**src/rtl/tchcfg_pkg.sv**
```systemverilog
// shared constants and types for the touch channel timing block
package tchcfg_pkg;

  // ----------------------------------------------------------------
  // register map
  // ----------------------------------------------------------------
  localparam logic [7:0] ADDR_CHANNEL_SAMPLE_ENABLE = 8'h21; // per-input sample enables
  localparam logic [7:0] ADDR_HOLD_AND_REPEAT_TIMING = 8'h22; // max hold and repeat codes
  localparam logic [7:0] ADDR_PRESS_HOLD_THRESHOLD = 8'h23; // minimum press code

  localparam logic [7:0] RST_CHANNEL_SAMPLE_ENABLE = 8'hff; // all inputs sampled
  localparam logic [7:0] RST_HOLD_AND_REPEAT_TIMING = 8'ha4; // 5600 ms / 175 ms
  localparam logic [3:0] RST_PRESS_HOLD_THRESHOLD = 4'h7; // 280 ms

  // field positions inside the timing register
  localparam int MAX_HOLD_TIME_LSB = 4; // max_hold_time in bits 7:4
  localparam int REPEAT_INTERVAL_LSB = 0; // repeat_interval in bits 3:0

  // ----------------------------------------------------------------
  // timing
  // ----------------------------------------------------------------
  localparam int CLK_PERIOD_NS = 10; // core clock period
  localparam int TICK_TIME_MS = 35; // common timebase step
  localparam int TICK_CYCLES_DEF = TICK_TIME_MS * 1000000 / CLK_PERIOD_NS;
  localparam int SLOT_TIME_NS = 1280000; // one sample slot, 1.28 ms
  localparam int SLOT_CYCLES_DEF = SLOT_TIME_NS / CLK_PERIOD_NS;
  localparam int CYCLE_TIME_MS = 70; // whole sampling cycle
  localparam logic [1:0] CYCLE_TICKS = 2'(CYCLE_TIME_MS / TICK_TIME_MS);
  localparam int NUM_CH = 8; // touch inputs
  localparam logic [8:0] HOLD_TICKS_MAX = 9'h1ff; // saturation of hold timer

  // max hold decode, in milliseconds
  localparam int MAX_HOLD_MS [16] = '{560, 840, 1120, 1400, 1680, 2240, 2800, 3360,
                                      3920, 4480, 5600, 6720, 7840, 8906, 10080, 11200};

  // ticks that must be exceeded before recalibration
  function automatic logic [8:0] maxHoldTicks(input logic [3:0] code);
    maxHoldTicks = 9'(MAX_HOLD_MS[code] / TICK_TIME_MS);
  endfunction

  // sampler sequencing, gray coded
  typedef enum logic {
    SMP_WAIT = 1'b0,
    SMP_SCAN = 1'b1
  } tchcfg_sampler_t;

endpackage

```
**src/rtl/tchcfg_tick_div.sv**
```systemverilog
// divider producing the one-cycle 35 ms timebase enable
`timescale 1ns/1ps
module tchcfg_tick_div #(
  parameter int TICK_CYCLES = tchcfg_pkg::TICK_CYCLES_DEF
) (
  // clock and reset
  input wire logic core_clk,
  input wire logic rst,
  // timebase
  output logic tick
);

  import tchcfg_pkg::*;

  // divider state, one registered copy
  typedef struct packed {
    logic [21:0] count; // cycles since last tick
    logic pulse; // registered timebase pulse
  } tchcfg_div_t;

  tchcfg_div_t div; // registered state
  tchcfg_div_t next_div; // next state

  // ----------------------------------------------------------------
  // free running divider
  // ----------------------------------------------------------------
  // pulse lasts one cycle, so no consumer can count it twice
  always_comb begin
    next_div = div;
    next_div.pulse = 1'b0;
    if (div.count == 22'(TICK_CYCLES - 1)) begin
      next_div.count = 22'h000000; // wrap and pulse
      next_div.pulse = 1'b1;
    end else begin
      next_div.count = div.count + 22'h000001; // keep counting
    end
  end

  // state register, restarts the timebase on reset
  always_ff @(posedge core_clk or posedge rst) begin
    if (rst) begin
      div <= '0;
    end else begin
      div <= next_div;
    end
  end

  // ----------------------------------------------------------------
  // output, straight from the flop
  // ----------------------------------------------------------------
  assign tick = div.pulse;

endmodule

```
**src/rtl/tchcfg_top.sv**
```systemverilog
// touch channel sampling enables, hold timing and auto repeat
`timescale 1ns/1ps
// Overview of operation
// - enabled inputs sampled, disabled skipped, reset all on
// - enable bits map input eight down to one
// - sampling cycle length fixed regardless of enables
// - recalibrate after touch exceeds max hold time
// - auto repeat interrupts spaced by repeat interval
// - repeat code n gives (n+1) x 35 ms
// - touch longer than press time is press-and-hold
// - touch up to press time is plain touch
// - press time uses the same 35 ms table
// - hold recalibration only while global enable set
module tchcfg_top
  import tchcfg_pkg::*;
#(
  parameter int TICK_CYCLES = tchcfg_pkg::TICK_CYCLES_DEF,
  parameter int SLOT_CYCLES = tchcfg_pkg::SLOT_CYCLES_DEF
) (
  // clock and reset
  input wire logic core_clk,
  input wire logic rst,
  // register port
  input wire logic [7:0] regAddr,
  input wire logic regWrEn,
  input wire logic [7:0] regWrData,
  input wire logic regRdEn,
  output logic [7:0] regRdData,
  // detection and global control
  input wire logic [7:0] touchDetected,
  input wire logic [7:0] autoRepeatEn,
  input wire logic holdRecalEnable,
  // sampler outputs
  output logic [7:0] sampleEnable,
  output logic cycleStart,
  output logic [7:0] sampleStrobe,
  // touch timing events
  output logic [7:0] recalRequest,
  output logic [7:0] pressHold,
  output logic [7:0] shortTouch,
  output logic [7:0] repeatIrq
);

  // ----------------------------------------------------------------
  // state
  // ----------------------------------------------------------------
  typedef struct packed {
    logic [7:0] chEnable; // channel_sample_enable
    logic [7:0] timing; // hold_and_repeat_timing
    logic [3:0] pressCode; // press_hold_threshold low nibble
    logic [7:0] rdData; // read return
    tchcfg_sampler_t smp; // sampler phase
    logic [1:0] cycTicks; // ticks into sampling cycle
    logic [2:0] slot; // current sample slot
    logic [16:0] slotCnt; // cycles within slot
    logic cycStart; // cycle start pulse
    logic [7:0] strobe; // per-input sample pulse
    logic [7:0][8:0] holdTicks; // held-touch timers
    logic [7:0][4:0] rptCnt; // ticks since last repeat
    logic [7:0] held; // press-and-hold flags
    logic [7:0] recalDone; // one recal per touch
    logic [7:0] touchPrev; // last touch level
    logic [7:0] recalPulse; // recal request pulses
    logic [7:0] shortPulse; // short touch pulses
    logic [7:0] rptPulse; // repeat interrupt pulses
  } tchcfg_state_t;

  tchcfg_state_t s; // registered state
  tchcfg_state_t next_s; // next state
  logic tick; // 35 ms enable

  // ----------------------------------------------------------------
  // timebase
  // ----------------------------------------------------------------
  tchcfg_tick_div #(
    .TICK_CYCLES(TICK_CYCLES)
  ) u_tick (
    .core_clk(core_clk),
    .rst(rst),
    .tick(tick)
  );

  // ----------------------------------------------------------------
  // next state
  // ----------------------------------------------------------------
  always_comb begin
    logic [8:0] maxLim;
    logic [4:0] pressLim;
    logic [4:0] rptLim;
    logic [8:0] nh;
    logic [4:0] nr;
    logic t;
    next_s = s;
    maxLim = maxHoldTicks(s.timing[MAX_HOLD_TIME_LSB +: 4]);
    pressLim = {1'b0, s.pressCode} + 5'h01;
    rptLim = {1'b0, s.timing[REPEAT_INTERVAL_LSB +: 4]} + 5'h01;
    nh = 9'h000;
    nr = 5'h00;
    t = 1'b0;
    next_s.cycStart = 1'b0;
    next_s.strobe = 8'h00;
    next_s.recalPulse = 8'h00;
    next_s.shortPulse = 8'h00;
    next_s.rptPulse = 8'h00;

    // register writes
    if (regWrEn) begin
      unique case (regAddr)
        ADDR_CHANNEL_SAMPLE_ENABLE: next_s.chEnable = regWrData;
        ADDR_HOLD_AND_REPEAT_TIMING: next_s.timing = regWrData;
        ADDR_PRESS_HOLD_THRESHOLD: next_s.pressCode = regWrData[3:0];
        default: ; // unmapped writes ignored
      endcase
    end

    // register reads, unmapped reads return zero
    if (regRdEn) begin
      unique case (regAddr)
        ADDR_CHANNEL_SAMPLE_ENABLE: next_s.rdData = s.chEnable;
        ADDR_HOLD_AND_REPEAT_TIMING: next_s.rdData = s.timing;
        ADDR_PRESS_HOLD_THRESHOLD: next_s.rdData = {4'h0, s.pressCode};
        default: next_s.rdData = 8'h00;
      endcase
    end

    // sampling cycle length counted in ticks only
    if (tick) begin
      if (s.cycTicks == CYCLE_TICKS - 2'h1) begin
        next_s.cycTicks = 2'h0;
        next_s.cycStart = 1'b1;
        next_s.smp = SMP_SCAN;
        next_s.slot = 3'h0;
        next_s.slotCnt = 17'h00000;
      end else begin
        next_s.cycTicks = s.cycTicks + 2'h1;
      end
    end

    // every slot is walked; disabled ones stay silent
    unique case (s.smp)
      SMP_WAIT: ; // idle until next cycle
      SMP_SCAN: begin
        if (s.slotCnt == 17'h00000) begin
          next_s.strobe[s.slot] = s.chEnable[s.slot];
        end
        if (s.slotCnt == 17'(SLOT_CYCLES - 1)) begin
          next_s.slotCnt = 17'h00000;
          next_s.slot = s.slot + 3'h1;
          if (s.slot == 3'h7) begin
            next_s.smp = SMP_WAIT; // scan done, rest of cycle idle
          end
        end else begin
          next_s.slotCnt = s.slotCnt + 17'h00001;
        end
      end
    endcase

    // per-channel hold timing
    for (int i = 0; i < NUM_CH; i++) begin
      t = touchDetected[i] & s.chEnable[i];
      next_s.touchPrev[i] = t;
      if (!t) begin
        if (s.touchPrev[i] && autoRepeatEn[i] && !s.held[i]) begin
          next_s.shortPulse[i] = 1'b1;
        end
        next_s.holdTicks[i] = 9'h000;
        next_s.held[i] = 1'b0;
        next_s.recalDone[i] = 1'b0;
        next_s.rptCnt[i] = 5'h00;
      end else if (tick) begin
        nh = (s.holdTicks[i] == HOLD_TICKS_MAX) ? s.holdTicks[i] : s.holdTicks[i] + 9'h001;
        next_s.holdTicks[i] = nh;
        if (holdRecalEnable && !s.recalDone[i] && nh > maxLim) begin
          next_s.recalPulse[i] = 1'b1;
          next_s.recalDone[i] = 1'b1;
        end
        if (autoRepeatEn[i] && !s.held[i] && nh > {4'h0, pressLim}) begin
          next_s.held[i] = 1'b1;
          next_s.rptPulse[i] = 1'b1;
          next_s.rptCnt[i] = 5'h00;
        end else if (s.held[i] && autoRepeatEn[i]) begin
          nr = s.rptCnt[i] + 5'h01;
          if (nr >= rptLim) begin
            next_s.rptPulse[i] = 1'b1;
            next_s.rptCnt[i] = 5'h00;
          end else begin
            next_s.rptCnt[i] = nr;
          end
        end
      end
    end
  end

  // ----------------------------------------------------------------
  // state register
  // ----------------------------------------------------------------
  always_ff @(posedge core_clk or posedge rst) begin
    if (rst) begin
      s <= '0;
      s.chEnable <= RST_CHANNEL_SAMPLE_ENABLE;
      s.timing <= RST_HOLD_AND_REPEAT_TIMING;
      s.pressCode <= RST_PRESS_HOLD_THRESHOLD;
      s.smp <= SMP_WAIT;
    end else begin
      s <= next_s;
    end
  end

  // ----------------------------------------------------------------
  // outputs, all from flops
  // ----------------------------------------------------------------
  assign regRdData = s.rdData;
  assign sampleEnable = s.chEnable;
  assign cycleStart = s.cycStart;
  assign sampleStrobe = s.strobe;
  assign recalRequest = s.recalPulse;
  assign pressHold = s.held;
  assign shortTouch = s.shortPulse;
  assign repeatIrq = s.rptPulse;

endmodule

```
**config.mk**
```make
export PLATFORM = sky130hd
export DESIGN_NAME = tchcfg_top
export DESIGN_NICKNAME = d
export VERILOG_FILES = /design/src/rtl/tchcfg_pkg.sv /design/src/rtl/tchcfg_tick_div.sv /design/src/rtl/tchcfg_top.sv
export SDC_FILE = /design/constraint.sdc
export NUM_CORES = 1
export LEC_CHECK = 0
export BUFFER_PORTS_ARGS = -buffer_cell sky130_fd_sc_hd__clkbuf_2
export CAP_MARGIN = 20
export CORE_MARGIN = 1.5
export CORE_UTILIZATION = 28
export CTS_BUF_LIST = sky130_fd_sc_hd__clkbuf_8
export DETAILED_ROUTE_END_ITERATION = 10
export GPL_ROUTABILITY_DRIVEN = 1
export GPL_TIMING_DRIVEN = 0
export SLEW_MARGIN = 20
export SYNTH_ARGS = -nofsm -noshare
export SYNTH_HDL_FRONTEND = slang
export SYNTH_HIERARCHICAL = 1
export SYNTH_SLANG_ARGS = --single-unit
export TNS_END_PERCENT = 30
```
**constraint.sdc**
```tcl
create_clock -name core_clk -period 15.58 [get_ports core_clk]
set_clock_uncertainty 0.2 [all_clocks]
set_input_delay 1.558 -clock core_clk [delete_from_list [all_inputs] [get_ports core_clk]]
set_output_delay 1.558 -clock core_clk [all_outputs]
set_load 0.1 [all_outputs]
```
# Word level (Yosys, flattened, before mapping)
# Memories as Yosys holds them, arrays and structs flattened.
# Index checks and enable logic that the tools add are counted.
# W data, S select, Z words.
[word_totals]
register_bits = 243
mem_bits_ro = 512
input_bits = 37
elab_cells = 473
mem_count = 1
[op_classes]
n_addsub = 22
div_mod_pow = 1
n_lt_le_gt_ge = 27
n_eq_ne = 47
mux = 213
bitwise = 10
n_reduce_logical = 104
[memory_table]
columns = ["memory", "depth", "width", "read_ports", "rd_ports_with_merged_regs", "wr", "line", "rtl"]
rows = [
  ["(name not given)", 16, 32, 1, 0, 0, "tchcfg_pkg.sv:38", "maxHoldTicks = 9'(MAX_HOLD_MS[code] / TICK_TIME_MS);"],
]
[op_table]
columns = ["cell", "n"]
rows = [
  ["$mux W9", 24],
  ["$mux W5", 40],
  ["$mux W1", 135],
  ["$add A9 B1 Y9 const B", 8],
  ["$eq A9 B9 Y1 const B", 8],
  ["$gt A9 B5 Y1", 8],
  ["$gt A9 B9 Y1", 8],
  ["$mux W32", 2],
  ["$logic_and A1 B1 Y1", 57],
  ["$reduce_and A2 Y1", 28],
  ["$ne A2 B1 Y1 const B", 24],
  ["$add A5 B1 Y5 const B", 8],
  ["$ge A5 B5 Y1", 8],
  ["$div A32 B7 Y32 const B", 1],
  ["$eq A8 B6 Y1 const B", 3],
  ["$mux W24", 1],
  ["$ne A3 B1 Y1 const B", 8],
  ["$pmux W8 S3", 1],
  ["$add A22 B1 Y22 const B", 1],
  ["$eq A22 B22 Y1 const B", 1],
  ["$mux W22", 1],
  ["$mux W21", 1],
  ["$mux W20", 1],
  ["$add A17 B1 Y17 const B", 1],
  ["21 further kinds", 46],
]

# Logic depth before layout (Yosys ltp)
[depth]
ltp_word = 10
ltp_mapped = 56

# Cells and area by module
# Netlist, hierarchy kept.
[modules_own_cells]
columns = ["module", "n_inst", "cells_per_inst", "area_each_um2", "seq_area_each_um2"]
rows = [
  ["tchcfg_top", 1, 2028, 17743.3, 5522.8],
  ["tchcfg_tick_div", 1, 112, 1137.3, 575.6],
]

# Least setup slack after synthesis
# Ideal clock, no wire load.
[synth_path]
path_kind = "reg-to-reg"
from = "register s[209] (netlist name)"
to = "register s[32] (netlist name)"
setup_ps = 65
t_arrival_ps = 11060
required_time_ps = 15315
slack_ps = 4255
stages_incl_launch_ff = 53
period_less_slack_ps = 11325
path_cell_list = "dfstp_2 > ha_1 > inv_1 > mux4_1 > a21oi_1 > nand3_1 > ha_1 > a32oi_1 > nand2_1 > nor3_1 > o31ai_2 > nor4_4 > xor2_2 > o21ai_4 > inv_2 > buf_4 > o211ai_1 > nand2_1 > [... 17 more ...] > mux2i_1 > a2111oi_2 > nand2_1 > o32ai_1 > nand4b_1 > ha_1 > nor2b_1 > o21a_1 > o21a_1 > o21ai_0 > nand2b_1 > a21oi_1 > nor2b_1 > o21ai_0 > nand2b_1 > a21oi_1 > nor4_1 > a21o_1"
[synth_via]
elab_chain_len = 9
[synth_rtl]
columns = ["item", "line", "rtl"]
rows = [
  ["start: declaration", "tchcfg_top.sv:68", "tchcfg_state_t s;"],
  ["start signal: assignment", "tchcfg_top.sv:205", "s <= next_s;"],
  ["$not A4 Y5 (not written as such)", "tchcfg_pkg.sv:38", ""],
  ["$mem_v2 Z16 W32", "--", ""],
  ["$mux W32 (not written as such) (2 in a row)", "tchcfg_pkg.sv:38", ""],
  ["$div A32 B7 Y32", "tchcfg_pkg.sv:38", ""],
  ["$gt A9 B9 Y1", "tchcfg_top.sv:173", "if (holdRecalEnable && !s.recalDone[i] && nh > maxLim) begin"],
  ["$logic_and A1 B1 Y1", "tchcfg_top.sv:173", ""],
  ["$ne A2 B1 Y1 (no line)", "--", ""],
  ["$reduce_and A2 Y1 (no line)", "--", ""],
]
# No other way between the ends. The select of a mux whose other input is x is not followed.
# A chain may end at the register's enable or synchronous reset.

# Worst setup path after layout
[layout_path]
from = "register s[208] (netlist name)"
to = "register s[33] (netlist name)"
# Same word-level chain as after synthesis.

==> impl_metrics.py <==
metrics = {
    "outcome": {
        "status": "finished clean",
    },
    "pwr": {
        "cellLeakagePower_uw": 0.00975,
        "powerDensity_nw_per_um2": 110,
        "peakVddDrop_mv": 0.109,
    },
    "synth": {
        "synth_top_area_cell": "dfrtp_1",
        "avgSynthCellArea_sq_um": 8.82,
        "synth-main-ff-cell": "dfrtp_1",
        "netlist_instances": 2140,
        "synth_warnings": 6,
        "synth_top_cell_area_share": 0.304,
        "async_reset_ff_frac": 1.00,
        "ys_seq_area_frac": 0.323,
        "synthesis.nets": 2364,
        "yosys-top-cells-area": "dfrtp_1, ha_1, nand3_1",
        "synth_edf_count": 0,
        "syn-cell-area_sq_um": 18900,
        "synth_cell_types": 110,
        "ys_ff_latch": 243,
    },
    "die": {
        "die_h_um": 263,
        "start_util": 0.282,
        "dieArea_sq_um": 69000,
        "io_pins": 94,
        "num_rows": 95,
        "die_w_um": 263,
        "core_area_sq_um": 66900,
    },
    "cells_and_area": {
        "layout.nets": 2509,
        "fill_cells": 7035,
        "final_common_cell": "dfrtp_1",
        "final_cell_mix": "dfrtp_1, ha_1, nand2_1",
        "stdcell_area_sq_um": 21500,
        "area_delta_synth_final_pct": 13.6,
        "drive_above_1_share": 0.158,
    },
    "global_route": {
        "grt-ovfl-total": 0,
        "track_usage": 0.150,
        "antenna_found_initial": 6,
        "grt_pass1_wl_um": 84200,
        "grt_max_degree": 100,
        "first_global_vias": 15500,
    },
    "sta": {
        "slew-limit-headroom": 0.186,
        "final_max_slew_viol_count": 0,
        "finalSetupTns_ns": 0,
        "setup_viol": 0,
        "fin_crit_sh": 0.924,
        "fmax_ghz": 0.0695,
        "rsz0062_at_grt": "false",
        "worst_pin_slew_ns": 1.22,
        "worst_slack_ns": 1.18,
        "whs_ns": 0.243,
        "period_needed_ns": 14.40,
        "final-hold-violation-count": 0,
    },
    "setup_path": {
        "cp_max_fo": 17,
        "crit_arrival_ns": 14.65,
        "end_kind": "register",
        "path_class": "register to register",
        "critPathMostFrequentCell": "ha_1",
        "r2r_end": "s[33]",
        "required_ns": 15.83,
        "reg2reg_from": "s[208]",
        "worst_path_max_delay_cell": "nor3_4",
        "rr_worst_depth": 54,
        "critPathLaunchType": "register",
        "r2r_setup_slack_ns": 1.18,
        "critical_path.max_stage_delay_ns": 0.74,
    },
    "routing": {
        "wl_um": 52300,
        "avgRoutedWirePerCell_um": 16.4,
        "drt_first_pass_iters": 7,
        "antenna_left": 0,
        "vias": 16100,
        "vias_per_cell": 5.06,
        "drc": 0,
        "first_iter_violations": 1127,
    },
    "clock_network": {
        "cts_made_buffers": 42,
        "root_buffer": "clkbuf_8",
        "cts.sinks": 243,
        "cts_buffer_depth": 3,
        "cts_max_level": 2,
        "postCtsHoldBufs": 0,
        "cts_tree": "done",
        "clk_pin_slew_ns": 0.06,
        "worstSkewPairLatency_ns": 0.58,
    },
    "min_path": {
        "hp-start": "s[38]",
        "holdPathEnd": "recalRequest[6]",
        "whs_path_depth": 1,
        "hp-class": "register to register",
    },
    "run": {
        "cap_violations": 0,
    },
    "place": {
        "port_buffers": 92,
        "pre_cts_ws_ns": 0.624,
        "gp_congestion": 0.861,
        "dp_hpwl_um": 38100,
        "placed_cell_area_sq_um": 20600,
    },
}
worst max-delay path by stage:
stage	startpoint	end	slack (ns)	cells past startpoint
2_1_floorplan	s[209]	s[32]	4.26	52
3_3_place_gp	s[208]	s[39]	-1.16	51
3_5_place_dp	s[208]	s[33]	0.62	55
4_1_cts	s[208]	s[39]	0.53	55
5_1_grt	s[208]	s[39]	0.28	56
6_report	s[208]	s[33]	1.18	54
state kept, by name (all words and copies together) (netlist names):
name	cells
shortTouch	8
regRdData	8
s	163
u_tick/tick	1
recalRequest	8
cycleStart	1
sampleStrobe	8
u_tick/div	22
repeatIrq	8
sampleEnable	8
pressHold	8
kinds of logic after synthesis:
group                      synth area share
AOI/OAI and AO/OA                     0.162
xor gates and xnor gates             0.0658
adders and majority gates             0.125
buffers and inverters                0.0514
DFF                                   0.323
muxes                                0.0361
and+or+nand+nor                       0.237
cell usage after synthesis (all sizes together) (14+ instances only):
cell	instances
xor2	67
or3	18
o22ai	17
o21a	33
dfstp	14
ha	187
nand4	31
a21oi	101
nand3	133
nor4	25
and2	17
and3	66
mux2i	17
mux2	40
nor2b	54
xnor2	74
clkbuf	39
nand2b	59
a311oi	18
nand2	178
a21o	20
o21ai	144
inv	74
nor3	62
dfrtp	229
buf	73
nor2	170
repair_timing:
action / 4_1_cts / 5_1_grt
gates resized for setup: 0 / 1
endpoints found under the setup margin: 0 / 16
setup buffers: 0 / 3
layer usage:
layer,GRT usage,vias up,wire length (um)
li1,-,7991,-
met1,0.222,7648,26300
met2,0.220,415,21500
met3,0.0257,88,3020
met4,0.0487,0,1390
met5,0,-,0
worst max-delay path, delay by kind of cell (launching register included):
kind	cells	cell delay, ns
adder cells (fa/ha/maj)	6	2.02
flip-flops	1	0.60
XOR/XNOR	3	0.74
AO/OA/AOI/OAI	17	4.07
multiplexers	1	0.26
buffers and inverters	7	1.64
AND/OR/NAND/NOR	20	4.69
cell type report:
cell class / instances / area [sq um] / share of cell area
plain buffers: 112 / 681 / 0.0317
diodes: 2 / 5.00 / 0.000233
inverters: 76 / 298 / 0.0139
flip-flops and latches: 243 / 6100 / 0.284
clock buffers: 56 / 771 / 0.0359
clock inverters: 17 / 76.3 / 0.00356
well taps: 873 / 1090 / 0.0509
multi-input cells: 1709 / 11900 / 0.552
repair buffers: 101 / 583 / 0.0272
metrics by stage:
stage	total power (uW)	util	cells
3_5_place_dp	1730	0.307	3111
6_report	2360	0.321	3189
2_1_floorplan	1460	-	2140
3_3_place_gp	1710	0.305	3105
4_1_cts	2340	0.320	3184
5_1_grt	2530	0.321	3189
where the power goes:
part           total (uW)  internal (uW)  switching (uW)
sequential            642            636            5.63
combinational        1120            454             662
clock                 599            320             279
No activity file was read; power rests on OpenSTA's default activity.
